==> config.mk <==
export PLATFORM = sky130hd
export DESIGN_NAME = cepu_resolver
export DESIGN_NICKNAME = d
export VERILOG_FILES = /design/src/inc/cepu_pkg.sv /design/src/verilog/cepu_resolver.sv
export SDC_FILE = /design/constraint.sdc
export NUM_CORES = 1
export LEC_CHECK = 0
export ABC_AREA = 1
export BUFFER_PORTS_ARGS = -buffer_cell sky130_fd_sc_hd__buf_2
export CORE_MARGIN = 2
export CORE_UTILIZATION = 40
export DETAILED_ROUTE_END_ITERATION = 8
export GPL_ROUTABILITY_DRIVEN = 1
export PLACE_DENSITY = 0.8
export SLEW_MARGIN = 25
export SYNTH_ARGS = -nofsm -noshare
export SYNTH_HDL_FRONTEND = slang
export SYNTH_SLANG_ARGS = --single-unit
==> constraint.sdc <==
create_clock -name sys_clk -period 5.7 [get_ports sys_clk]
set_clock_uncertainty 0.15 [all_clocks]
set_input_delay 0 -clock sys_clk [delete_from_list [all_inputs] [get_ports sys_clk]]
set_output_delay 0 -clock sys_clk [all_outputs]
set_load 0.005 [all_outputs]
==> src/inc/cepu_pkg.sv <==
// Package of constants and carrier types for the exception priority unit.
package cepu_pkg;

    // Priority ranks, lowest number wins.
    localparam logic [3:0] RANK_RESET     = 4'h0;
    localparam logic [3:0] RANK_SMI       = 4'h1;
    localparam logic [3:0] RANK_DBG_PREV  = 4'h2;
    localparam logic [3:0] RANK_DBG_NEXT  = 4'h3;
    localparam logic [3:0] RANK_NMI       = 4'h4;
    localparam logic [3:0] RANK_MIRQ      = 4'h5;
    localparam logic [3:0] RANK_FETCH     = 4'h6;
    localparam logic [3:0] RANK_DECODE    = 4'h7;
    localparam logic [3:0] RANK_WAIT_DNA  = 4'h8;
    localparam logic [3:0] RANK_FOP_DNA   = 4'h9;
    localparam logic [3:0] RANK_FPU_ERR   = 4'hA;
    localparam logic [3:0] RANK_SEG_OPND  = 4'hB;
    localparam logic [3:0] RANK_PAGE_OPND = 4'hC;
    localparam logic [3:0] RANK_ALIGN     = 4'hD;
    localparam logic [3:0] RANK_NONE      = 4'hF;
    localparam int         NUM_SRC        = 14;

    // Vector numbers.
    localparam logic [7:0] VEC_DEBUG      = 8'h01;
    localparam logic [7:0] VEC_NMI        = 8'h02;
    localparam logic [7:0] VEC_BREAK      = 8'h03;
    localparam logic [7:0] VEC_BAD_OPCODE = 8'h06;
    localparam logic [7:0] VEC_DEV_NA     = 8'h07;
    localparam logic [7:0] VEC_DOUBLE     = 8'h08;
    localparam logic [7:0] VEC_BAD_TASK   = 8'h0A;
    localparam logic [7:0] VEC_SEG_NP     = 8'h0B;
    localparam logic [7:0] VEC_STACK      = 8'h0C;
    localparam logic [7:0] VEC_GEN_PROT   = 8'h0D;
    localparam logic [7:0] VEC_PAGE       = 8'h0E;
    localparam logic [7:0] VEC_FPU_ERR    = 8'h10;
    localparam logic [7:0] VEC_ALIGN      = 8'h11;

    // Error code fields.
    localparam int         EC_SEL_LSB     = 3;
    localparam int         EC_S2_BIT      = 2;
    localparam int         EC_S1_BIT      = 1;
    localparam int         EC_S0_BIT      = 0;
    localparam logic [15:0] EC_ZERO       = 16'h0000;

    // Register block, classic Wishbone, byte addresses.
    localparam logic [3:0] ADDR_CTRL      = 4'h0;
    localparam logic [3:0] ADDR_STATUS    = 4'h4;
    localparam logic [3:0] ADDR_RESULT    = 4'h8;
    localparam int         CTRL_PROT_BIT  = 0;
    localparam int         CTRL_IF_BIT    = 1;
    localparam int         CTRL_TSW_BIT   = 2;
    localparam int         CTRL_MON_BIT   = 3;
    localparam int         CTRL_EMU_BIT   = 4;
    localparam int         CTRL_NERR_BIT  = 5;
    localparam int         CTRL_NMI_EN_BIT = 6;
    localparam logic [6:0] CTRL_RESET     = 7'h00;

    // Fault kind for fetch and operand segment faults.
    typedef enum logic [1:0] {
        CEPU_SEG_NOT_PRESENT,
        CEPU_SEG_STACK,
        CEPU_SEG_GEN_PROT,
        CEPU_SEG_TASK_STATE
    } cepu_seg_kind_t;

    // Faults and events offered by the pipeline at a boundary.
    typedef struct packed {
        logic           dbg_prev;
        logic           dbg_next;
        logic           fetch_fault;
        logic           fetch_page;
        cepu_seg_kind_t fetch_kind;
        logic           decode_fault;
        logic           is_wait;
        logic           is_float_unit_opcode;
        logic           fpu_unmasked_err;
        logic           opnd_seg_fault;
        cepu_seg_kind_t opnd_kind;
        logic           opnd_page_fault;
        logic           page_not_present;
        logic           page_write;
        logic           page_user;
        logic           align_fault;
        logic           double_fault;
        logic [12:0]    sel_index;
        logic           sel_ti;
        logic           sel_ext;
    } cepu_events_t;

    // Dispatch result.
    typedef struct packed {
        logic           valid;
        logic           mgmt_entry;
        logic [3:0]     rank;
        logic [7:0]     vector;
        logic           push_error;
        logic [15:0]    error_code;
        logic           restartable;
        logic           real_mode_meaning;
    } cepu_dispatch_t;

endpackage

==> src/verilog/cepu_resolver.sv <==
// Exception and interrupt priority resolver with a Wishbone register block.
`timescale 1ns/1ps

// Notes on behaviour
// - Reset outranks everything and clears all pending events.
// - System management request ranks first after reset.
// - Debug events of previous instruction rank below system management.
// - Execution breakpoints of next instruction rank below those, above NMI.
// - NMI wins over maskable request at the same boundary.
// - Maskable request is taken only with interrupt enable set.
// - Fetch faults rank below the maskable request.
// - Decode faults rank directly below fetch faults.
// - Wait raises device-not-available when task switched and monitor flags set.
// - Float opcode raises device-not-available on emulation or task switched.
// - Float error raised for unmasked error only with numeric error flag.
// - Lowest ranks: operand segment faults, operand page faults, alignment.
// - Only one exception is generated per attempt at an instruction.
// - Faults are restartable except a switch into a partly absent task segment and a double fault.
// - Real mode never raises invalid task, not present or page fault.
// - Real mode vector 8 means interrupt table limit overrun.
// - Real mode vector 12 means stack segment limit overrun.
// - Vector 13 pushes an error code only in protected mode.
// - Protected mode pushes 16-bit codes for the seven listed exceptions.
// - Page fault error code selector field is meaningless.
// - Double fault and alignment check push a zero error code.
// - Page fault code bit 1 is zero for reads, one for writes.
// - NMI dispatches through vector 2.
module cepu_resolver (
    // Clock and reset.
    input  wire logic                    sys_clk,
    input  wire logic                    rst_n,
    input  wire logic                    clk_en,
    // External requests.
    input  wire logic                    system_mgmt_irq_n,
    input  wire logic                    nmi_request,
    input  wire logic                    maskable_irq_request,
    // Pipeline side.
    input  wire logic                    boundary,
    input  wire cepu_pkg::cepu_events_t  events,
    input  wire logic                    task_switch_partial,
    output logic                         sys_mgmt_mode,
    output cepu_pkg::cepu_dispatch_t     dispatch,
    // Wishbone slave.
    input  wire logic                    wb_cyc_i,
    input  wire logic                    wb_stb_i,
    input  wire logic                    wb_we_i,
    input  wire logic [3:0]              wb_adr_i,
    input  wire logic [3:0]              wb_sel_i,
    input  wire logic [31:0]             wb_dat_i,
    output logic [31:0]                  wb_dat_o,
    output logic                         wb_ack_o
);

    logic [6:0]                ctrl;
    logic                      smi_prev;
    logic                      smi_pend;
    logic                      nmi_pend;
    logic                      nmi_prev;
    logic [cepu_pkg::NUM_SRC-1:0] req;
    logic [3:0]                next_rank;
    cepu_pkg::cepu_dispatch_t  next_dispatch;
    logic                      prot;
    logic                      wb_hit;

    assign prot   = ctrl[cepu_pkg::CTRL_PROT_BIT];
    assign wb_hit = wb_cyc_i && wb_stb_i && !wb_ack_o;

    // Picks the lowest set index; used for both the winner and the status view.
    function automatic logic [3:0] first_set(input logic [cepu_pkg::NUM_SRC-1:0] v);
        logic [3:0] r;
        r = cepu_pkg::RANK_NONE;
        for (int i = cepu_pkg::NUM_SRC - 1; i >= 0; i--) begin
            if (v[i]) begin
                r = 4'(i);
            end
        end
        return r;
    endfunction

    // Maps a segment fault kind to its vector, honouring real mode.
    function automatic logic [7:0] seg_vector(input cepu_pkg::cepu_seg_kind_t k);
        logic [7:0] v;
        unique case (k)
            cepu_pkg::CEPU_SEG_NOT_PRESENT: v = cepu_pkg::VEC_SEG_NP;
            cepu_pkg::CEPU_SEG_STACK:       v = cepu_pkg::VEC_STACK;
            cepu_pkg::CEPU_SEG_GEN_PROT:    v = cepu_pkg::VEC_GEN_PROT;
            cepu_pkg::CEPU_SEG_TASK_STATE:  v = cepu_pkg::VEC_BAD_TASK;
        endcase
        // Absent segments and task state faults fall back to a limit overrun in real mode.
        if (!prot && (v == cepu_pkg::VEC_SEG_NP || v == cepu_pkg::VEC_BAD_TASK)) begin
            v = cepu_pkg::VEC_GEN_PROT;
        end
        return v;
    endfunction

    // Selector-style error code for segment faults.
    function automatic logic [15:0] seg_code(input cepu_pkg::cepu_events_t e);
        logic [15:0] c;
        c = {e.sel_index, 3'h0};
        c[cepu_pkg::EC_S2_BIT] = e.sel_ti;
        c[cepu_pkg::EC_S0_BIT] = e.sel_ext;
        return c;
    endfunction

    // Request vector in rank order.
    always_comb begin
        req = '0;
        req[cepu_pkg::RANK_SMI]   = smi_pend;
        req[cepu_pkg::RANK_DBG_PREV] = events.dbg_prev;
        req[cepu_pkg::RANK_DBG_NEXT] = events.dbg_next;
        req[cepu_pkg::RANK_NMI]   = nmi_pend && ctrl[cepu_pkg::CTRL_NMI_EN_BIT];
        req[cepu_pkg::RANK_MIRQ]  = maskable_irq_request && ctrl[cepu_pkg::CTRL_IF_BIT];
        req[cepu_pkg::RANK_FETCH] = events.fetch_fault || (events.fetch_page && prot);
        req[cepu_pkg::RANK_DECODE] = events.decode_fault;
        req[cepu_pkg::RANK_WAIT_DNA] = events.is_wait && ctrl[cepu_pkg::CTRL_TSW_BIT]
                                     && ctrl[cepu_pkg::CTRL_MON_BIT];
        req[cepu_pkg::RANK_FOP_DNA] = events.is_float_unit_opcode
                                    && (ctrl[cepu_pkg::CTRL_EMU_BIT] || ctrl[cepu_pkg::CTRL_TSW_BIT]);
        req[cepu_pkg::RANK_FPU_ERR] = events.fpu_unmasked_err && ctrl[cepu_pkg::CTRL_NERR_BIT];
        req[cepu_pkg::RANK_SEG_OPND] = events.opnd_seg_fault;
        req[cepu_pkg::RANK_PAGE_OPND] = events.opnd_page_fault && prot;
        req[cepu_pkg::RANK_ALIGN] = events.align_fault || events.double_fault;
    end

    // Only one winner is chosen per boundary.
    assign next_rank = first_set(req);

    always_comb begin
        next_dispatch = '0;
        next_dispatch.valid = boundary && (next_rank != cepu_pkg::RANK_NONE);
        next_dispatch.rank = next_rank;
        next_dispatch.restartable = 1'b1;
        unique case (next_rank)
            cepu_pkg::RANK_SMI: begin
                next_dispatch.mgmt_entry = 1'b1;
            end
            cepu_pkg::RANK_DBG_PREV, cepu_pkg::RANK_DBG_NEXT: begin
                next_dispatch.vector = cepu_pkg::VEC_DEBUG;
            end
            cepu_pkg::RANK_NMI: begin
                next_dispatch.vector = cepu_pkg::VEC_NMI;
            end
            cepu_pkg::RANK_MIRQ: begin
                // The external controller supplies the vector in its acknowledge cycle.
                next_dispatch.vector = 8'h00;
            end
            cepu_pkg::RANK_FETCH, cepu_pkg::RANK_SEG_OPND: begin
                if (next_rank == cepu_pkg::RANK_FETCH && !events.fetch_fault) begin
                    next_dispatch.vector = cepu_pkg::VEC_PAGE;
                end else begin
                    next_dispatch.vector = seg_vector(next_rank == cepu_pkg::RANK_FETCH ?
                                                      events.fetch_kind : events.opnd_kind);
                end
            end
            cepu_pkg::RANK_DECODE: begin
                next_dispatch.vector = cepu_pkg::VEC_BAD_OPCODE;
            end
            cepu_pkg::RANK_WAIT_DNA, cepu_pkg::RANK_FOP_DNA: begin
                next_dispatch.vector = cepu_pkg::VEC_DEV_NA;
            end
            cepu_pkg::RANK_FPU_ERR: begin
                next_dispatch.vector = cepu_pkg::VEC_FPU_ERR;
            end
            cepu_pkg::RANK_PAGE_OPND: begin
                next_dispatch.vector = cepu_pkg::VEC_PAGE;
            end
            cepu_pkg::RANK_ALIGN: begin
                // A double fault aborts and outranks the alignment check it shares a slot with.
                next_dispatch.vector = events.double_fault ? cepu_pkg::VEC_DOUBLE : cepu_pkg::VEC_ALIGN;
            end
            default: begin
                next_dispatch.vector = 8'h00;
            end
        endcase
        // Error code selection by vector.
        unique case (next_dispatch.vector)
            cepu_pkg::VEC_DOUBLE, cepu_pkg::VEC_ALIGN: begin
                next_dispatch.push_error = prot;
                next_dispatch.error_code = cepu_pkg::EC_ZERO;
            end
            cepu_pkg::VEC_PAGE: begin
                next_dispatch.push_error = prot;
                next_dispatch.error_code = cepu_pkg::EC_ZERO;
                next_dispatch.error_code[cepu_pkg::EC_S2_BIT] = !events.page_not_present;
                next_dispatch.error_code[cepu_pkg::EC_S1_BIT] = events.page_write;
                next_dispatch.error_code[cepu_pkg::EC_S0_BIT] = events.page_user;
            end
            cepu_pkg::VEC_BAD_TASK, cepu_pkg::VEC_SEG_NP, cepu_pkg::VEC_STACK,
            cepu_pkg::VEC_GEN_PROT: begin
                next_dispatch.push_error = prot;
                next_dispatch.error_code = prot ? seg_code(events) : cepu_pkg::EC_ZERO;
            end
            default: begin
                next_dispatch.push_error = 1'b0;
                next_dispatch.error_code = cepu_pkg::EC_ZERO;
            end
        endcase
        // Vectors 8, 12 and 13 carry their limit overrun meanings outside protected mode.
        next_dispatch.real_mode_meaning = !prot && next_dispatch.valid &&
            (next_dispatch.vector == cepu_pkg::VEC_DOUBLE || next_dispatch.vector == cepu_pkg::VEC_STACK ||
             next_dispatch.vector == cepu_pkg::VEC_GEN_PROT);
        // A fault that switches into a partly absent task segment cannot be restarted.
        next_dispatch.restartable = !(task_switch_partial && next_dispatch.valid
                                      && next_rank >= cepu_pkg::RANK_FETCH);
        if (next_dispatch.vector == cepu_pkg::VEC_DOUBLE) begin
            next_dispatch.restartable = 1'b0;
        end
    end

    // Dispatch register.
    always_ff @(posedge sys_clk) begin
        if (!rst_n) begin
            dispatch <= '0;
        end else if (clk_en) begin
            dispatch <= next_dispatch;
        end
    end

    // Management request is edge sensitive, so the falling edge is latched until served.
    always_ff @(posedge sys_clk) begin
        if (!rst_n) begin
            smi_prev <= 1'b1;
            smi_pend <= 1'b0;
        end else if (clk_en) begin
            smi_prev <= system_mgmt_irq_n;
            if (smi_prev && !system_mgmt_irq_n) begin
                smi_pend <= 1'b1;
            end else if (boundary && next_rank == cepu_pkg::RANK_SMI) begin
                smi_pend <= 1'b0;
            end
        end
    end

    // NMI is latched on its rising edge and held until it wins a boundary.
    always_ff @(posedge sys_clk) begin
        if (!rst_n) begin
            nmi_prev <= 1'b0;
            nmi_pend <= 1'b0;
        end else if (clk_en) begin
            nmi_prev <= nmi_request;
            if (!nmi_prev && nmi_request) begin
                nmi_pend <= 1'b1;
            end else if (boundary && next_rank == cepu_pkg::RANK_NMI) begin
                nmi_pend <= 1'b0;
            end
        end
    end

    // Management mode flag; left by software writing the status word.
    always_ff @(posedge sys_clk) begin
        if (!rst_n) begin
            sys_mgmt_mode <= 1'b0;
        end else if (clk_en) begin
            if (boundary && next_rank == cepu_pkg::RANK_SMI) begin
                sys_mgmt_mode <= 1'b1;
            end else if (wb_hit && wb_we_i && wb_adr_i == cepu_pkg::ADDR_STATUS && wb_sel_i[0]
                         && wb_dat_i[0]) begin
                sys_mgmt_mode <= 1'b0;
            end
        end
    end

    // Control register.
    always_ff @(posedge sys_clk) begin
        if (!rst_n) begin
            ctrl <= cepu_pkg::CTRL_RESET;
        end else if (clk_en && wb_hit && wb_we_i && wb_adr_i == cepu_pkg::ADDR_CTRL && wb_sel_i[0]) begin
            ctrl <= wb_dat_i[6:0];
        end
    end

    // Bus answer one cycle after the request; unmapped reads return zero.
    always_ff @(posedge sys_clk) begin
        if (!rst_n) begin
            wb_ack_o <= 1'b0;
            wb_dat_o <= 32'h00000000;
        end else if (clk_en) begin
            wb_ack_o <= wb_hit;
            unique case (wb_adr_i)
                cepu_pkg::ADDR_CTRL:   wb_dat_o <= {25'h0000000, ctrl};
                cepu_pkg::ADDR_STATUS: wb_dat_o <= {16'h0000, first_set(req), 9'h000,
                                                    nmi_pend, smi_pend, sys_mgmt_mode};
                cepu_pkg::ADDR_RESULT: wb_dat_o <= {dispatch.rank, dispatch.vector, dispatch.error_code,
                                                    1'b0, dispatch.push_error, dispatch.restartable,
                                                    dispatch.valid};
                default:               wb_dat_o <= 32'h00000000;
            endcase
        end
    end

endmodule

==> reports/results.txt <==
The flow ran to the end, and the final reports show no timing, DRC or antenna violations. The count of buffer and inverter cells on the critical path was 2. The last element of the critical path is dispatch[4].

The xor/xnor cell area share of the yosys netlist is 0%. For the total clock sinks, the log shows 72. The highest ir drop seen on vdd was 122.0 uV. The tools report the source of the worst register-to-register timing path as ctrl[0]. The max-slew violation count is 0, and the number of post-CTS setup repair buffers is 0. Setup repair after global routing left no endpoint under its margin. The area of the core is 8678 um^2, and the wire length of the first global-routing pass is 17,480 um. By count the netlist is led by sky130_fd_sc_hd__nand2_1 (147), sky130_fd_sc_hd__dfxtp_1 (72), sky130_fd_sc_hd__a21oi_1 (57). The detailed-route via count was 3,864. The slack of the worst reg-to-reg path was 2190 ps; the CTS buffer count was 9.

The highest cell delay on the worst timing path is 730 ps, and the I/O pin count is 152. The tools report the aggregate global-route resource usage as 22.27%. The area share of the largest cell type after synthesis is 40.61%, and the setup slack after placement is 2694 ps.

The number of endpoints failing setup at the final stage was 0; the effective utilization at floorplan was 40.90%. The critical path in this run is classified as reg2reg. Measured along the y axis, the die boundary spans 98.20 um. Entering global routing, the biggest net connects 80 pins. The number of standard cells after synthesis was 490; the transition time at the pin with the least slew margin was 897.0 ps. Summing all placed instances gives a cell area of 4116 um^2. In this run the number of H-tree levels came out at 3. Measured against its own limit, the worst slew margin works out to 39.74%. The synthesis-to-finish area growth came out at 32.68%.

Summed over all layers, the routed wires come to 10,870 um. Measured along the x axis, the die boundary spans 98.20 um. Type of element capturing the critical path: a register. The number of antenna violations at the first check in global routing was 0.

TritonCTS built the clock tree. In this run the static leakage power is 2.180 nW. The critical path runs through a total of 22 cells. The worst setup path startpoint was ctrl[0]. Total power draw: 1.087 mW. The smallest clock period supported by the final layout is computed as 3512 ps. The number of antenna diodes in the final layout is 0. Dividing the synthesized area by the synthesized cell count gives 7.244 um^2. The pre-antenna-repair detailed-routing pass consisted of 5 iterations. After detailed routing, the number of remaining DRC violations is 0. The run gives 689 as the total instance count after detailed placement. Number of core rows: 34. The logs give 5760 ps for the critical path required time and 2188 ps for the smallest setup slack after layout.

The worst hold path belongs to the class in2reg. The later pin in the worst-skew pair is clocked with a latency of 350 ps. Summing all non-filler instances in the final layout gives an area of 4710 um^2. By area, the combinational part of the netlist is dominated by simple AND/OR/NAND/NOR gates.

The biggest fanout along the worst timing path is 12, and the number of different library cells in the post-synthesis netlist is 36. The logs give 744 for the post-layout instance count excluding filler cells and 0 for the count of endpoints failing hold in the final timing report. The fraction of final layout cells sized beyond drive strength 1 was 29.25%; the remaining global-route overflow was 0. In the post-synthesis netlist, the biggest area contributors are sky130_fd_sc_hd__dfxtp_1 (41%), sky130_fd_sc_hd__nand2_1 (16%), sky130_fd_sc_hd__a21oi_1 (8.0%), sky130_fd_sc_hd__o21ai_0 (5.2%), sky130_fd_sc_hd__inv_1 (3.0%). For this design the ratio of total power to cell area is 230.8 nW/um^2. The basic-gate share of the synthesized area counting and, or, nand and nor cells works out to 31.79%.

For the iteration-0 DRC count of the detailed router, the log shows 264. Most instantiated flip-flop cell in the synthesis netlist: sky130_fd_sc_hd__dfxtp_1. The synthesized design contains 72 register bits. The synthesized-area fraction occupied by adder cells was 0%. The number of global-route vias before repair was 3,686.

The largest individual stage delay along the critical path comes from the cell sky130_fd_sc_hd__dfxtp_1. The maximum clock rate is 284.7 MHz. The clock transition time at the flip-flop clock pins of the worst setup and hold paths came out at 80 ps.

The number of port buffers is 117. Yosys mapped a number of flops with a built-in enable equal to 0. The run gives 0.8766 as the placer congestion estimate.

The cell with the most instances after synthesis was sky130_fd_sc_hd__nand2_1. The fraction of registers with async set or reset after synthesis was 0%. In the final timing run, aggregate negative setup slack is 0 ps. For the worst setup path, the data arrival time is 3570 ps. The longest clock path from root to sink contains 2 buffers. The path depth of the worst reg2reg path came out at 22.

The portion of the clock cycle consumed by the worst path in the final layout works out to 61.61%. The detailed placer's ending HPWL is 7137 um. The cell taking the most area after synthesis was sky130_fd_sc_hd__dfxtp_1. Dividing the detail-routed wire length by the instance count gives 14.61 um. The synthesized netlist devotes 18.40% of its cell area to compound gates. Most numerous cell on the critical path: sky130_fd_sc_hd__nand2_1. STA classifies the critical path startpoint as a register. The tool flagged a number of max-cap violations equal to 0. Once detail routing completed, the nets flagged for antenna violations numbered 0. The cell family contributing the most delay on the critical path is simple AND/OR/NAND/NOR gates. After synthesis the cells add up to 3550 um^2. During synthesis, Yosys emitted a total of 0 warnings. The signal on the critical path passes through nand3_1, nand2_1, nand2_1, nand2_1, nand2_1, nand2_1, nand2_1, nand2_1, nand2_2, nand2_2, nand3_2, nand2_4, nand2_4, inv_2, nand3_2, nand2_2, a21oi_4, nand3_1, nand2_1, dlygate4sd3_1, nand2_1, a21oi_2. The via density per instance is 5.194, and the final layout net count is 716.

The worst register-to-register path ends at dispatch[4]. For this run, the register share of the synthesized area comes to 40.61%. Once layout is complete, the utilization of the core stands at 54.27%. The die covers 9643 um^2.

The worst-case hold slack was 25.19 ps. The root buffer cell is sky130_fd_sc_hd__clkbuf_8. The mux cell area share after synthesis was 0%.
-- how the worst min path moves through the flow --
stage	startpoint	endpoint	slack [ps]	cells past startpoint
2_1_floorplan	wb_dat_i[0]	ctrl[0]	-20	2
3_3_place_gp	wb_dat_i[2]	ctrl[2]	80	3
3_5_place_dp	wb_dat_i[4]	ctrl[4]	90	3
4_1_cts	rst_n	smi_prev	2	2
5_1_grt	rst_n	smi_prev	50	2
6_report	rst_n	smi_prev	30	2
-- what timing repair did --
| action | CTS | global route |
|---|---|---|
| resized for setup | 0 | 0 |
| hold buffers | 39 | 0 |
| endpoints found under the hold margin | 39 | 0 |
-- where the power goes --
group	internal [mW]	switching [mW]	leakage, nW
Clock	0.207	0.207	0.104
Combinational	0.0614	0.0850	1.49
Sequential	0.517	0.00976	0.587
Total	0.785	0.302	2.18
-- flip-flops by register name (all words and copies together), names as in the netlist --
register / flops
ctrl: 7
wb_dat_o: 29
smi_prev: 1
smi_pend: 1
wb_ack_o: 1
sys_mgmt_mode: 1
dispatch: 30
nmi_prev: 1
nmi_pend: 1
-- cells in the final DEF, fill, tap and decap left out, types with 5 or more instances in the layout --
| master | count |
|---|---|
| sky130_fd_sc_hd__a21oi_1 | 57 |
| sky130_fd_sc_hd__buf_2 | 117 |
| sky130_fd_sc_hd__clkbuf_8 | 9 |
| sky130_fd_sc_hd__conb_1 | 6 |
| sky130_fd_sc_hd__dfxtp_1 | 72 |
| sky130_fd_sc_hd__dlygate4sd3_1 | 39 |
| sky130_fd_sc_hd__inv_1 | 28 |
| sky130_fd_sc_hd__inv_2 | 10 |
| sky130_fd_sc_hd__nand2_1 | 147 |
| sky130_fd_sc_hd__nand2_2 | 9 |
| sky130_fd_sc_hd__nand3_1 | 19 |
| sky130_fd_sc_hd__nand3_2 | 5 |
| sky130_fd_sc_hd__nand4_1 | 6 |
| sky130_fd_sc_hd__nor2_1 | 24 |
| sky130_fd_sc_hd__o211ai_1 | 6 |
| sky130_fd_sc_hd__o21ai_0 | 37 |
-- layer usage --
layer | up-vias | share of wire (%) | GRT usage (%)
met1 | 1746 | 39 | 26.54
met2 | 198 | 49 | 38.20
met4 | 0 | 4.5 | 11.80
met5 | - | 0 | 0
li1 | 1873 | - | -
met3 | 47 | 7.6 | 3.937
-- logic make-up after synthesis --
kind of cell / count (synthesis)
simple gates: 234
compound gates: 113
flops: 72
buf+inv: 70
other cells: 1
-- cell type report --
cell class	count	area, um^2
Clock buffer	9	123.9
Inverter	38	142.6
Tap cell	108	135.1
Timing Repair Buffer	157	983.4
Fill cell	841	3969
Multi-Input combinational cell	353	1804
Clock inverter	7	78.83
Sequential cell	72	1441
Power figures use the tool's default switching activity.
